### src/include/osl_pkg.sv
// constants and types of the oscillator select and lock block
package osl_pkg;
    localparam int unsigned CLK_PERIOD_NS = 50;
    localparam int unsigned ADDR_W        = 5;
    localparam int unsigned DATA_W        = 32;

    localparam logic [ADDR_W-1:0] OFS_CTRL      = 5'h00;
    localparam logic [ADDR_W-1:0] OFS_TRIM_ADDR = 5'h04;
    localparam logic [ADDR_W-1:0] OFS_TRIM_DATA = 5'h08;
    localparam logic [ADDR_W-1:0] OFS_STATUS    = 5'h0c;

    localparam logic [7:0] UNLOCK_KEY1 = 8'he7;
    localparam logic [7:0] UNLOCK_KEY2 = 8'h18;
    localparam logic [7:0] CTRL_RST    = 8'h80;

    localparam int unsigned CTRL_RC_EN_BIT   = 7;
    localparam int unsigned CTRL_XTAL_EN_BIT = 6;
    localparam int unsigned CTRL_WDOG_EN_BIT = 5;
    localparam int unsigned SEL_W            = 3;

    localparam int unsigned STAT_LOCK_LSB   = 0;
    localparam int unsigned STAT_BUSY_BIT   = 3;
    localparam int unsigned STAT_RC_RDY_BIT = 4;
    localparam int unsigned STAT_SRC_LSB    = 5;

    localparam int unsigned TRIM_BYTES = 32;
    localparam int unsigned TRIM_AW    = 5;
    localparam logic [TRIM_AW-1:0] RC_TRIM_IDX = 5'h00;

    localparam int unsigned RC_FAST_HZ     = 5_530_000;
    localparam int unsigned RC_SLOW_HZ     = 32_800;
    localparam int unsigned RC_STARTUP_NS  = 25_000;
    localparam int unsigned RC_STARTUP_CYC =
        (RC_STARTUP_NS + CLK_PERIOD_NS - 1) / CLK_PERIOD_NS;
    localparam int unsigned SWITCH_GAP_CYC = 4;

    typedef enum logic [SEL_W-1:0] {
        SRC_RC_FAST = 3'h0,
        SRC_RC_SLOW = 3'h1,
        SRC_XTAL    = 3'h2,
        SRC_EXT_RC  = 3'h3,
        SRC_EXT_PIN = 3'h4,
        SRC_WDOG    = 3'h5
    } osl_src_t;

    typedef enum logic [2:0] {
        LK_LOCKED = 3'b001,
        LK_HALF   = 3'b010,
        LK_OPEN   = 3'b100
    } osl_lock_t;

    typedef enum logic [2:0] {
        SW_RUN  = 3'b001,
        SW_STOP = 3'b010,
        SW_SWAP = 3'b100
    } osl_sw_t;
endpackage

### src/include/osl_trim_if.sv
// carrier between the control logic and the trim byte memory
`timescale 1ns/1ps
interface osl_trim_if #(
    parameter int unsigned AW = 5,
    parameter int unsigned DW = 8
);
    logic          we;
    logic [AW-1:0] waddr;
    logic [DW-1:0] wdata;
    logic [AW-1:0] raddr;
    logic [DW-1:0] rdata;

    modport ctrl (output we, output waddr, output wdata, output raddr, input rdata);
    modport mem  (input we, input waddr, input wdata, input raddr, output rdata);
endinterface

### src/rtl/osl_trim_mem.sv
// working copy of the trim bytes, registered read port
`timescale 1ns/1ps
module osl_trim_mem #(
    parameter int unsigned DEPTH = 32,
    parameter int unsigned AW    = 5,
    parameter int unsigned DW    = 8
) (
    input wire logic ref_clk,
    osl_trim_if.mem  t
);
    logic [DW-1:0] mem [DEPTH];
    logic [DW-1:0] rdata_r;

    if (DEPTH < 2 || DEPTH > (1 << AW)) begin : g_chk
        $error("trim memory depth does not fit its address width");
    end

    always_ff @(posedge ref_clk) begin
        if (t.we) begin
            mem[t.waddr] <= t.wdata;
        end
        rdata_r <= mem[t.raddr];
    end

    assign t.rdata = rdata_r;
endmodule

### src/rtl/osl_top.sv
// oscillator select, unlock sequence and trim access behind an Avalon-MM slave
`timescale 1ns/1ps
module osl_top #(
    parameter int unsigned SWITCH_GAP = osl_pkg::SWITCH_GAP_CYC
) (
    input  wire logic                        ref_clk,
    input  wire logic                        rst,
    input  wire logic [osl_pkg::ADDR_W-1:0]  avs_address,
    input  wire logic                        avs_read,
    input  wire logic                        avs_write,
    input  wire logic [osl_pkg::DATA_W-1:0]  avs_writedata,
    input  wire logic [3:0]                  avs_byteenable,
    output logic      [osl_pkg::DATA_W-1:0]  avs_readdata,
    output logic                             avs_waitrequest,
    output logic      [osl_pkg::TRIM_AW-1:0] factory_addr,
    input  wire logic [7:0]                  factory_data,
    output logic                             rc_osc_en,
    output logic                             rc_osc_slow,
    output logic      [7:0]                  rc_osc_trim,
    output logic                             xtal_en,
    output logic                             watchdog_osc_en,
    output osl_pkg::osl_src_t                clk_src_sel,
    output logic                             clk_gate_en
);
    import osl_pkg::*;

    localparam int unsigned GAP_W = $clog2(SWITCH_GAP + 1);
    localparam int unsigned RDY_W = $clog2(RC_STARTUP_CYC + 1);

    if (SWITCH_GAP < 1 || SWITCH_GAP > 255) begin : g_chk
        $error("switch gap must be 1 to 255 cycles");
    end

    osl_trim_if #(.AW(TRIM_AW), .DW(8)) trim ();

    osl_trim_mem #(.DEPTH(TRIM_BYTES), .AW(TRIM_AW), .DW(8)) u_mem (
        .ref_clk (ref_clk),
        .t       (trim)
    );

    logic [7:0]         ctrl_r,      ctrl_nxt;
    osl_lock_t          lock_r,      lock_nxt;
    logic [TRIM_AW-1:0] taddr_r,     taddr_nxt;
    logic [7:0]         rc_trim_r,   rc_trim_nxt;
    logic               load_busy_r, load_busy_nxt;
    logic [TRIM_AW-1:0] load_cnt_r,  load_cnt_nxt;
    logic [1:0]         rd_cnt_r,    rd_cnt_nxt;
    logic [31:0]        rdata_r,     rdata_nxt;
    osl_sw_t            sw_r,        sw_nxt;
    osl_src_t           src_r,       src_nxt;
    logic [GAP_W-1:0]   gap_r,       gap_nxt;
    logic [RDY_W-1:0]   rdy_cnt_r,   rdy_cnt_nxt;
    logic               rc_rdy_r,    rc_rdy_nxt;

    logic               wr_acc;
    logic               wr_ctrl;
    logic [7:0]         wd;
    logic [31:0]        rd_mux;
    osl_src_t           target;

    // reads take two wait cycles so the registered trim read sees a fresh address
    assign avs_waitrequest = load_busy_r | (avs_read & (rd_cnt_r != 2'd2));
    assign wr_acc  = avs_write & ~avs_waitrequest & avs_byteenable[0];
    assign wd      = avs_writedata[7:0];
    assign wr_ctrl = wr_acc && (avs_address == OFS_CTRL);

    // unlock detector and control register
    always_comb begin
        lock_nxt = lock_r;
        ctrl_nxt = ctrl_r;
        if (wr_ctrl) begin
            unique case (lock_r)
                LK_LOCKED: begin
                    if (wd == UNLOCK_KEY1) begin
                        lock_nxt = LK_HALF;
                    end
                end
                LK_HALF: begin
                    // a wrong value keeps the first key, only order matters
                    if (wd == UNLOCK_KEY2) begin
                        lock_nxt = LK_OPEN;
                    end
                end
                LK_OPEN: begin
                    ctrl_nxt = wd;
                    if (wd[SEL_W-1:0] > SRC_WDOG) begin
                        ctrl_nxt[SEL_W-1:0] = ctrl_r[SEL_W-1:0];
                    end
                    lock_nxt = LK_LOCKED;
                end
                default: begin
                    lock_nxt = LK_LOCKED;
                end
            endcase
        end
    end

    // trim access: factory image first, then software override
    always_comb begin
        trim.we       = load_busy_r | (wr_acc && (avs_address == OFS_TRIM_DATA));
        trim.waddr    = load_busy_r ? load_cnt_r : taddr_r;
        trim.wdata    = load_busy_r ? factory_data : wd;
        trim.raddr    = taddr_r;
        taddr_nxt     = taddr_r;
        if (wr_acc && (avs_address == OFS_TRIM_ADDR)) begin
            taddr_nxt = wd[TRIM_AW-1:0];
        end
        rc_trim_nxt   = rc_trim_r;
        if (trim.we && (trim.waddr == RC_TRIM_IDX)) begin
            rc_trim_nxt = trim.wdata;
        end
        load_cnt_nxt  = load_busy_r ? load_cnt_r + 1'b1 : load_cnt_r;
        load_busy_nxt = load_busy_r && (load_cnt_r != TRIM_AW'(TRIM_BYTES - 1));
    end

    // read path
    always_comb begin
        rd_mux = 32'h0;
        unique case (avs_address)
            OFS_CTRL:      rd_mux[7:0] = ctrl_r;
            OFS_TRIM_ADDR: rd_mux[TRIM_AW-1:0] = taddr_r;
            OFS_TRIM_DATA: rd_mux[7:0] = trim.rdata;
            OFS_STATUS: begin
                rd_mux[STAT_LOCK_LSB +: 3]     = lock_r;
                rd_mux[STAT_BUSY_BIT]          = (sw_r != SW_RUN);
                rd_mux[STAT_RC_RDY_BIT]        = rc_rdy_r;
                rd_mux[STAT_SRC_LSB +: SEL_W]  = src_r;
            end
            default:       rd_mux = 32'h0;
        endcase
        rd_cnt_nxt = 2'd0;
        if (avs_read && !load_busy_r && (rd_cnt_r != 2'd2)) begin
            rd_cnt_nxt = rd_cnt_r + 2'd1;
        end
        rdata_nxt = (rd_cnt_r == 2'd1) ? rd_mux : rdata_r;
    end

    // source switch: gate off, wait, change select, wait, gate on
    assign target = osl_src_t'(ctrl_r[SEL_W-1:0]);
    always_comb begin
        sw_nxt  = sw_r;
        src_nxt = src_r;
        gap_nxt = gap_r;
        unique case (sw_r)
            SW_RUN: begin
                if (target != src_r) begin
                    sw_nxt  = SW_STOP;
                    gap_nxt = '0;
                end
            end
            SW_STOP: begin
                gap_nxt = gap_r + 1'b1;
                if (gap_r == GAP_W'(SWITCH_GAP - 1)) begin
                    sw_nxt  = SW_SWAP;
                    src_nxt = target;
                    gap_nxt = '0;
                end
            end
            SW_SWAP: begin
                gap_nxt = gap_r + 1'b1;
                if (gap_r == GAP_W'(SWITCH_GAP - 1)) begin
                    sw_nxt = SW_RUN;
                end
            end
            default: begin
                sw_nxt = SW_RUN;
            end
        endcase
    end

    // start-up flag only for software polling; nothing here waits on it
    always_comb begin
        rdy_cnt_nxt = '0;
        rc_rdy_nxt  = 1'b0;
        if (ctrl_r[CTRL_RC_EN_BIT]) begin
            rdy_cnt_nxt = rc_rdy_r ? rdy_cnt_r : rdy_cnt_r + 1'b1;
            rc_rdy_nxt  = rc_rdy_r || (rdy_cnt_r == RDY_W'(RC_STARTUP_CYC - 1));
        end
    end

    always_ff @(posedge ref_clk) begin
        if (rst) begin
            ctrl_r      <= CTRL_RST;
            lock_r      <= LK_LOCKED;
            taddr_r     <= '0;
            rc_trim_r   <= '0;
            load_busy_r <= 1'b1;
            load_cnt_r  <= '0;
            rd_cnt_r    <= 2'd0;
            rdata_r     <= 32'h0;
            sw_r        <= SW_RUN;
            src_r       <= SRC_RC_FAST;
            gap_r       <= '0;
            rdy_cnt_r   <= '0;
            rc_rdy_r    <= 1'b0;
        end else begin
            ctrl_r      <= ctrl_nxt;
            lock_r      <= lock_nxt;
            taddr_r     <= taddr_nxt;
            rc_trim_r   <= rc_trim_nxt;
            load_busy_r <= load_busy_nxt;
            load_cnt_r  <= load_cnt_nxt;
            rd_cnt_r    <= rd_cnt_nxt;
            rdata_r     <= rdata_nxt;
            sw_r        <= sw_nxt;
            src_r       <= src_nxt;
            gap_r       <= gap_nxt;
            rdy_cnt_r   <= rdy_cnt_nxt;
            rc_rdy_r    <= rc_rdy_nxt;
        end
    end

    assign avs_readdata = rdata_r;
    assign factory_addr = load_cnt_r;
    // powering down the running source is allowed; software must avoid it
    assign rc_osc_en       = ctrl_r[CTRL_RC_EN_BIT];
    assign rc_osc_slow     = (src_r == SRC_RC_SLOW);
    assign rc_osc_trim     = rc_trim_r;
    assign xtal_en         = ctrl_r[CTRL_XTAL_EN_BIT];
    assign watchdog_osc_en = ctrl_r[CTRL_WDOG_EN_BIT];
    assign clk_src_sel  = src_r;
    assign clk_gate_en  = (sw_r == SW_RUN);
endmodule

### config.mk
export PLATFORM = sky130hd
export DESIGN_NAME = osl_top
export DESIGN_NICKNAME = d
export VERILOG_FILES = /design/src/include/osl_pkg.sv /design/src/include/osl_trim_if.sv /design/src/rtl/osl_trim_mem.sv /design/src/rtl/osl_top.sv
export SDC_FILE = /design/constraint.sdc
export NUM_CORES = 1
export LEC_CHECK = 0
export ABC_AREA = 1
export BUFFER_PORTS_ARGS = -buffer_cell sky130_fd_sc_hd__buf_4
export CAP_MARGIN = 30
export CORE_MARGIN = 2
export CORE_UTILIZATION = 30
export DETAILED_ROUTE_END_ITERATION = 10
export GPL_TIMING_DRIVEN = 0
export PLACE_DENSITY = 0.48
export SYNTH_ARGS = -nofsm -noshare
export SYNTH_HDL_FRONTEND = slang
export SYNTH_SLANG_ARGS = --single-unit
### constraint.sdc
create_clock -name ref_clk -period 2.62 [get_ports ref_clk]
set_input_delay 0.524 -clock ref_clk [delete_from_list [all_inputs] [get_ports ref_clk]]
set_output_delay 0.524 -clock ref_clk [all_outputs]
set_load 0.005 [all_outputs]
==> results.cfg, run 1 <==
[run_status]
status = finished with violations
violations = negative setup slack

[sta]
finalSetupViolCount = 105
clock.fmax_mhz = 371
layout_setup_ws_ps = -75.6
finClkSkew_ps = 20.0
tightest_slew_ps = 856
max-slew-margin-rel_pct = 42.9
period_share_pct = 103
slew_viol_final = 0
hold_viol_final = 0
period_needed_ps = 2700
rsz0062_at_grt = true

[power_and_ir_drop]
ir_drop_mv = 0.379
total_power_mw = 11.2
power.leakage_nw = 6.46
p_per_area_nw_per_um2 = 664

[routing]
wirelength_um = 40500
ant_nets = 0
vias_per_cell = 4.73
num_vias = 10300
drt_first_pass_iters = 5
post_drt_wl_per_cell_um = 18.6
drtIter0Drc = 914
drc = 0

[worst_setup_path]
worstSetupPathType = reg -> reg
crit_path_top_delay_cell = nor2_2
cp_max_fo = 10
slowest_delay_ps = 550
end_kind = flop
path_buf_inv = 3
cp.required_ps = 2780
critPathLaunchType = flop
path_cells = inv_1 -> ha_1 -> inv_1 -> nand2_1 -> nand3_2 -> o21ai_1 -> buf_4 -> nand3_2 -> nor2_2
worstPathArrival_ps = 2860
critPathTopFamily = simple AND/OR/NAND/NOR gates

[die]
die_area_sq_um = 48200
start_util_pct = 30.1
num_rows = 79
boundaryPins = 107
dieHeight_um = 220
die-width_um = 220
core_sq_um = 46300

[logic_synthesis]
ys_warn_count = 0
synthMuxAreaShare_pct = 0
ys_ff_latch = 323
async_flop_share_pct = 0
avgSynthCellArea_sq_um = 9.88
seq_area_frac_synth_pct = 64.7
synth_xor_area_share_pct = 0.188
synth_cell_types = 35
synthAdderAreaFrac_pct = 0.718
synth_top_family_by_area = simple AND/OR/NAND/NOR gates
syn_inst = 1411
synth_compound_area_share_pct = 3.27
synth_simple_gate_area_share_pct = 25.6
netlist_area_sq_um = 13900
ys.flop_type = edfxtp_1
synth-edff-count = 256

[global_route]
grt_pass1_vias = 9729
antenna_found_initial = 0
grt_pass1_wl_um = 60300
grt_use_total_pct = 16.7
overflow = 0
grt_start_max_net_pins = 25

[clock_network]
cts.reportedPaths.clkPinSlew_ps = 60
cts_max_level = 2
worstSkewPairLatency_ps = 540
cts-root-buf = clkbuf_16
cts.sinks = 323
ctsLongestPathBuffers = 3
cts_tree = done
numCtsBuffers = 37

[placement]
place.gp.congestion = 0.883
dp_hpwl_um = 28800
io_buffers = 55

[finish]
syn2layout_area_growth_pct = 20.7
nets = 1601
final_core_util_pct = 36.4
n_antenna_cell = 0
fillers = 4640
layout-drive-gt1-share_pct = 15.4

[min_path]
hold_path.class = in -> reg

[job]
max_cap_violations = 0
## where the power goes
part	switching, mW	internal, mW	total (mW)
logic	0.333	0.183	0.516
clock network	2.08	2.95	5.02
registers	0.0334	5.61	5.65
total	2.44	8.74	11.2
## cells in the final DEF, fill, tap and decap left out, drive strengths merged, types with 36 or more instances in the layout
| cell | n |
|---|---|
| dfxtp | 67 |
| nor2 | 78 |
| buf | 134 |
| o21ai | 36 |
| nand2 | 468 |
| a21oi | 44 |
| inv | 73 |
| clkbuf | 72 |
| edfxtp | 256 |
| nand3 | 238 |
## worst reg2reg max path, cell delays in order, from the launching register on
cell,delay [ps]
dfxtp_1,320
inv_1,60
ha_1,140
inv_1,50
nand2_1,100
nand3_2,170
o21ai_1,340
buf_4,260
nand3_2,340
nor2_2,560
## layer usage
metal  routed length (um)  global-route usage, %  vias to the layer above
met5                    0                      0                        -
li1                     -                      -                     5005
met2                18300                   27.2                      319
met1                18200                   22.6                     4874
met3                 2620                   2.55                       76
met4                 1370                   6.17                        0
## what timing repair did
item | CTS | global route
hold buffers | 0 | 0
pin swaps | 0 | 2
setup endpoints to repair | 256 | 256
buffers inserted | 0 | 4
resized for setup | 21 | 24
## flip-flops by register name, indices dropped and copies added (netlist names), 5 cells and up
signal         flops
avs_readdata       8
factory_addr       5
rdy_cnt_r          9
taddr_r            5
u_mem.mem        256
u_mem.t.rdata      8
ctrl_r             8
rc_osc_trim        8
## cells by family after synthesis
| family | Yosys count |
|---|---|
| AND/OR/NAND/NOR | 825 |
| flip-flops | 323 |
| buffers and inverters | 165 |
| AO/OA/AOI/OAI | 86 |
| adder cells (fa/ha/maj) | 8 |
| XOR/XNOR | 3 |
| other | 1 |
## stage by stage
| stage | instance area (sq um) | instances | hold slack [ps] | TNS (ps) | setup WS [ps] |
|---|---|---|---|---|---|
| floorplan | 14000 | 1434 | 417 | 0 | 544 |
| global placement | 15200 | 2096 | 432 | -109730 | -508 |
| detailed placement | 15400 | 2104 | 440 | -100490 | -550 |
| CTS | 16700 | 2170 | 263 | -15280 | -182 |
| global route | 16800 | 2174 | 290 | -29270 | -220 |
| finish | 16800 | 2174 | 292 | -3010 | -75.6 |
## area by class of cell
| type | instances | area (sq um) | share of cell area, % |
|---|---|---|---|
| Tap cell | 607 | 759 | 4.51 |
| Multi-Input combinational cell | 946 | 4390 | 26.0 |
| Clock buffer | 46 | 1050 | 6.24 |
| Inverter | 72 | 270 | 1.60 |
| Sequential cell | 323 | 9030 | 53.6 |
| Buffer | 93 | 495 | 2.94 |
| Timing Repair Buffer | 67 | 706 | 4.19 |
| Clock inverter | 20 | 143 | 0.847 |
## Yosys cell counts, types with 3 or more instances
master / n / area (sq um)
a21oi_1: 44 / 220
buf_1: 10 / 37.5
buf_2: 30 / 150
buf_4: 25 / 188
clkbuf_1: 26 / 97.6
dfxtp_1: 67 / 1340
edfxtp_1: 256 / 7690
ha_1: 8 / 100
inv_1: 65 / 244
inv_2: 7 / 26.3
nand2_1: 467 / 1750
nand3_1: 232 / 1160
nand3_2: 6 / 60.1
nand4_1: 20 / 125
nor2_1: 72 / 270
nor2_4: 4 / 45.0
nor3_1: 6 / 30.0
nor3b_1: 5 / 37.5
o21ai_0: 23 / 115
o21ai_1: 10 / 50.1
o21ai_2: 3 / 26.3
or2_1: 3 / 18.8
or2_2: 5 / 31.3
## final timing paths
| kind | start | end | slack, ps | cells past startpoint |
|---|---|---|---|---|
| setup reg to reg | rd_cnt_r[0] | u_mem.mem[0][2] | -80 | 9 |
| hold reg to reg | rd_cnt_r[0] | rd_cnt_r[0] | 450 | 1 |
| setup / recovery | rd_cnt_r[0] | u_mem.mem[0][2] | -80 | 9 |
| hold / removal | avs_writedata[0] | ctrl_r[0] | 290 | 3 |
No activity file was read; power rests on OpenSTA's default activity.
==> inputs of run 2 (changes only) <==
Settings changed: CAP_MARGIN 30 to 20, SKIP_LAST_GASP from default to 1.
==> run 2 against run 1 <==
Against the previous run: the flow still finishes with violations (negative setup slack); total power stayed put; register-to-register slack worse by 50 ps; first-iteration DRC count decreased by 10%; sequential share of layout area is 0.47 points lower; global-route usage about the same; clock power is essentially flat; die area is the same; flip-flop and latch count unchanged; via count grew 0.19%; non-clock buffer count rose by 9; worst setup slack worse by 49 ps.
==> results.cfg, run 2 (synthesis gave the netlist of run 1 again) <==
[finish]
reg_top3 = u_mem.mem (256), rdy_cnt_r (9)
final_common_cell = nand2_1
n_antenna_cell = 0
fillers = 4634
largest_register_ffs = 256
regMostFlops = u_mem.mem
nets = 1610
layout-drive-gt1-share_pct = 15.9
syn2layout_area_growth_pct = 21.8
mostFrequentLayoutCells = 467 x nand2_1, 256 x edfxtp_1, 232 x nand3_1, 82 x buf_4, 67 x dfxtp_1

[clock_network]
cts_max_level = 2
cts_tree = done
worstSkewPairLatency_ps = 530
cts.reportedPaths.clkPinSlew_ps = 60
cts.sinks = 323
numCtsBuffers = 37
ctsLongestPathBuffers = 3
cts-root-buf = clkbuf_16

[worst_setup_path]
path_buf_inv = 3
critPathLaunchType = flop
cp_max_fo = 10
crit_path_top_delay_cell = nor2_2
end_kind = flop
path_cells = inv_1 -> ha_1 -> inv_1 -> nand2_1 -> nand3_2 -> o21ai_1 -> buf_4 -> nand3_2 -> nor2_2
cp.required_ps = 2780
critPathTopFamily = simple AND/OR/NAND/NOR gates
slowest_delay_ps = 550
worstSetupPathType = reg -> reg
worstPathArrival_ps = 2910

[die]
die_area_sq_um = 48200
num_rows = 79
start_util_pct = 30.1
dieHeight_um = 220
die-width_um = 220
boundaryPins = 107
core_sq_um = 46300

[sta]
tightest_slew_ps = 872
finalSetupViolCount = 160
slew_viol_final = 0
clock.fmax_mhz = 364
period_share_pct = 105
hold_viol_final = 0
finClkSkew_ps = 16.9
layout_setup_ws_ps = -124
period_needed_ps = 2740
max-slew-margin-rel_pct = 41.8
fin_setup_tns_ps = -12260
rsz0062_at_grt = true

[routing]
drc = 0
ant_nets = 0
wirelength_um = 40600
drtIter0Drc = 823
drt_first_pass_iters = 5
post_drt_wl_per_cell_um = 18.6
num_vias = 10300
vias_per_cell = 4.72

[power_and_ir_drop]
power.leakage_nw = 6.53
p_per_area_nw_per_um2 = 659
ir_drop_mv = 0.378

[placement]
preCtsSetupSlack_ps = -550
dp_hpwl_um = 28800
io_buffers = 55
place.gp.congestion = 0.883

[global_route]
grt_pass1_vias = 9721
antenna_found_initial = 0
overflow = 0
grt_start_max_net_pins = 25
grt_use_total_pct = 16.7
grt_pass1_wl_um = 60200

[job]
max_cap_violations = 0

[run_status]
violations = negative setup slack
status = finished with violations

[min_path]
hold_path.class = in -> reg
==> run 2: cell count changes in the layout (fill, tap and decap cells not counted), sizes merged <==
cell and change:
buf +9
==> run 2: layer usage <==
| metal | wire length, um | GRT usage (%) |
|---|---|---|
| met4 | 1350 | 6.17 |
| met2 | 18300 | 27.2 |
| met1 | 18200 | 22.6 |
| met3 | 2740 | 2.55 |
| met5 | 0 | 0 |
==> run 2: area by class of cell <==
cell class	count	area, sq um	share of cell area [%]
clock inverters	20	143	0.840
well taps	607	759	4.47
plain buffers	93	495	2.92
multi-input cells	946	4380	25.8
clock buffers	46	1050	6.19
inverters	72	270	1.59
flip-flops and latches	323	9030	53.2
repair buffers	76	861	5.07
==> run 2: repair_timing <==
action | 4_1_cts | 5_1_grt
pin swaps | 0 | 10
setup buffers | 0 | 13
endpoints found under the setup margin | 256 | 256
resized for setup | 19 | 25
hold buffers | 0 | 0
==> run 2: where the power goes <==
| group | internal (mW) | leakage (nW) | switching (mW) | total [mW] |
|---|---|---|---|---|
| Sequential | 5.61 | 2.86 | 0.0334 | 5.65 |
| Combinational | 0.188 | 3.08 | 0.334 | 0.522 |
| Clock | 2.95 | 0.593 | 2.07 | 5.02 |
| Total | 8.75 | 6.53 | 2.44 | 11.2 |
==> run 2: worst paths after layout <==
kind         depth (start not counted)              from  slack (ps)               end
min                                  3  avs_writedata[0]         290         ctrl_r[0]
min reg2reg                          1       rd_cnt_r[0]         450       rd_cnt_r[0]
max reg2reg                          9       rd_cnt_r[0]        -120  u_mem.mem[13][7]
max                                  9       rd_cnt_r[0]        -120  u_mem.mem[13][7]
==> run 2: per-stage QoR <==
stage / hold WS [ps] / total power [mW] / utilization (%) / cells / cell area, sq um
2_1_floorplan: 417 / 6.00 / - / 1434 / 14000
5_1_grt: 290 / 11.6 / 36.7 / 2183 / 17000
4_1_cts: 263 / 11.3 / 36.0 / 2170 / 16700
6_report: 292 / 11.2 / 36.7 / 2183 / 17000
3_5_place_dp: 440 / 6.25 / 33.3 / 2104 / 15400
3_3_place_gp: 432 / 6.21 / 32.9 / 2096 / 15200
==> run 2: worst register-to-register path, stage by stage (launching register included) <==
cell and delay (ps):
dfxtp_1 320, inv_1 60, ha_1 140, inv_1 50, nand2_1 90, nand3_2 170, o21ai_1 350, buf_4 260
nand3_2 400, nor2_2 560
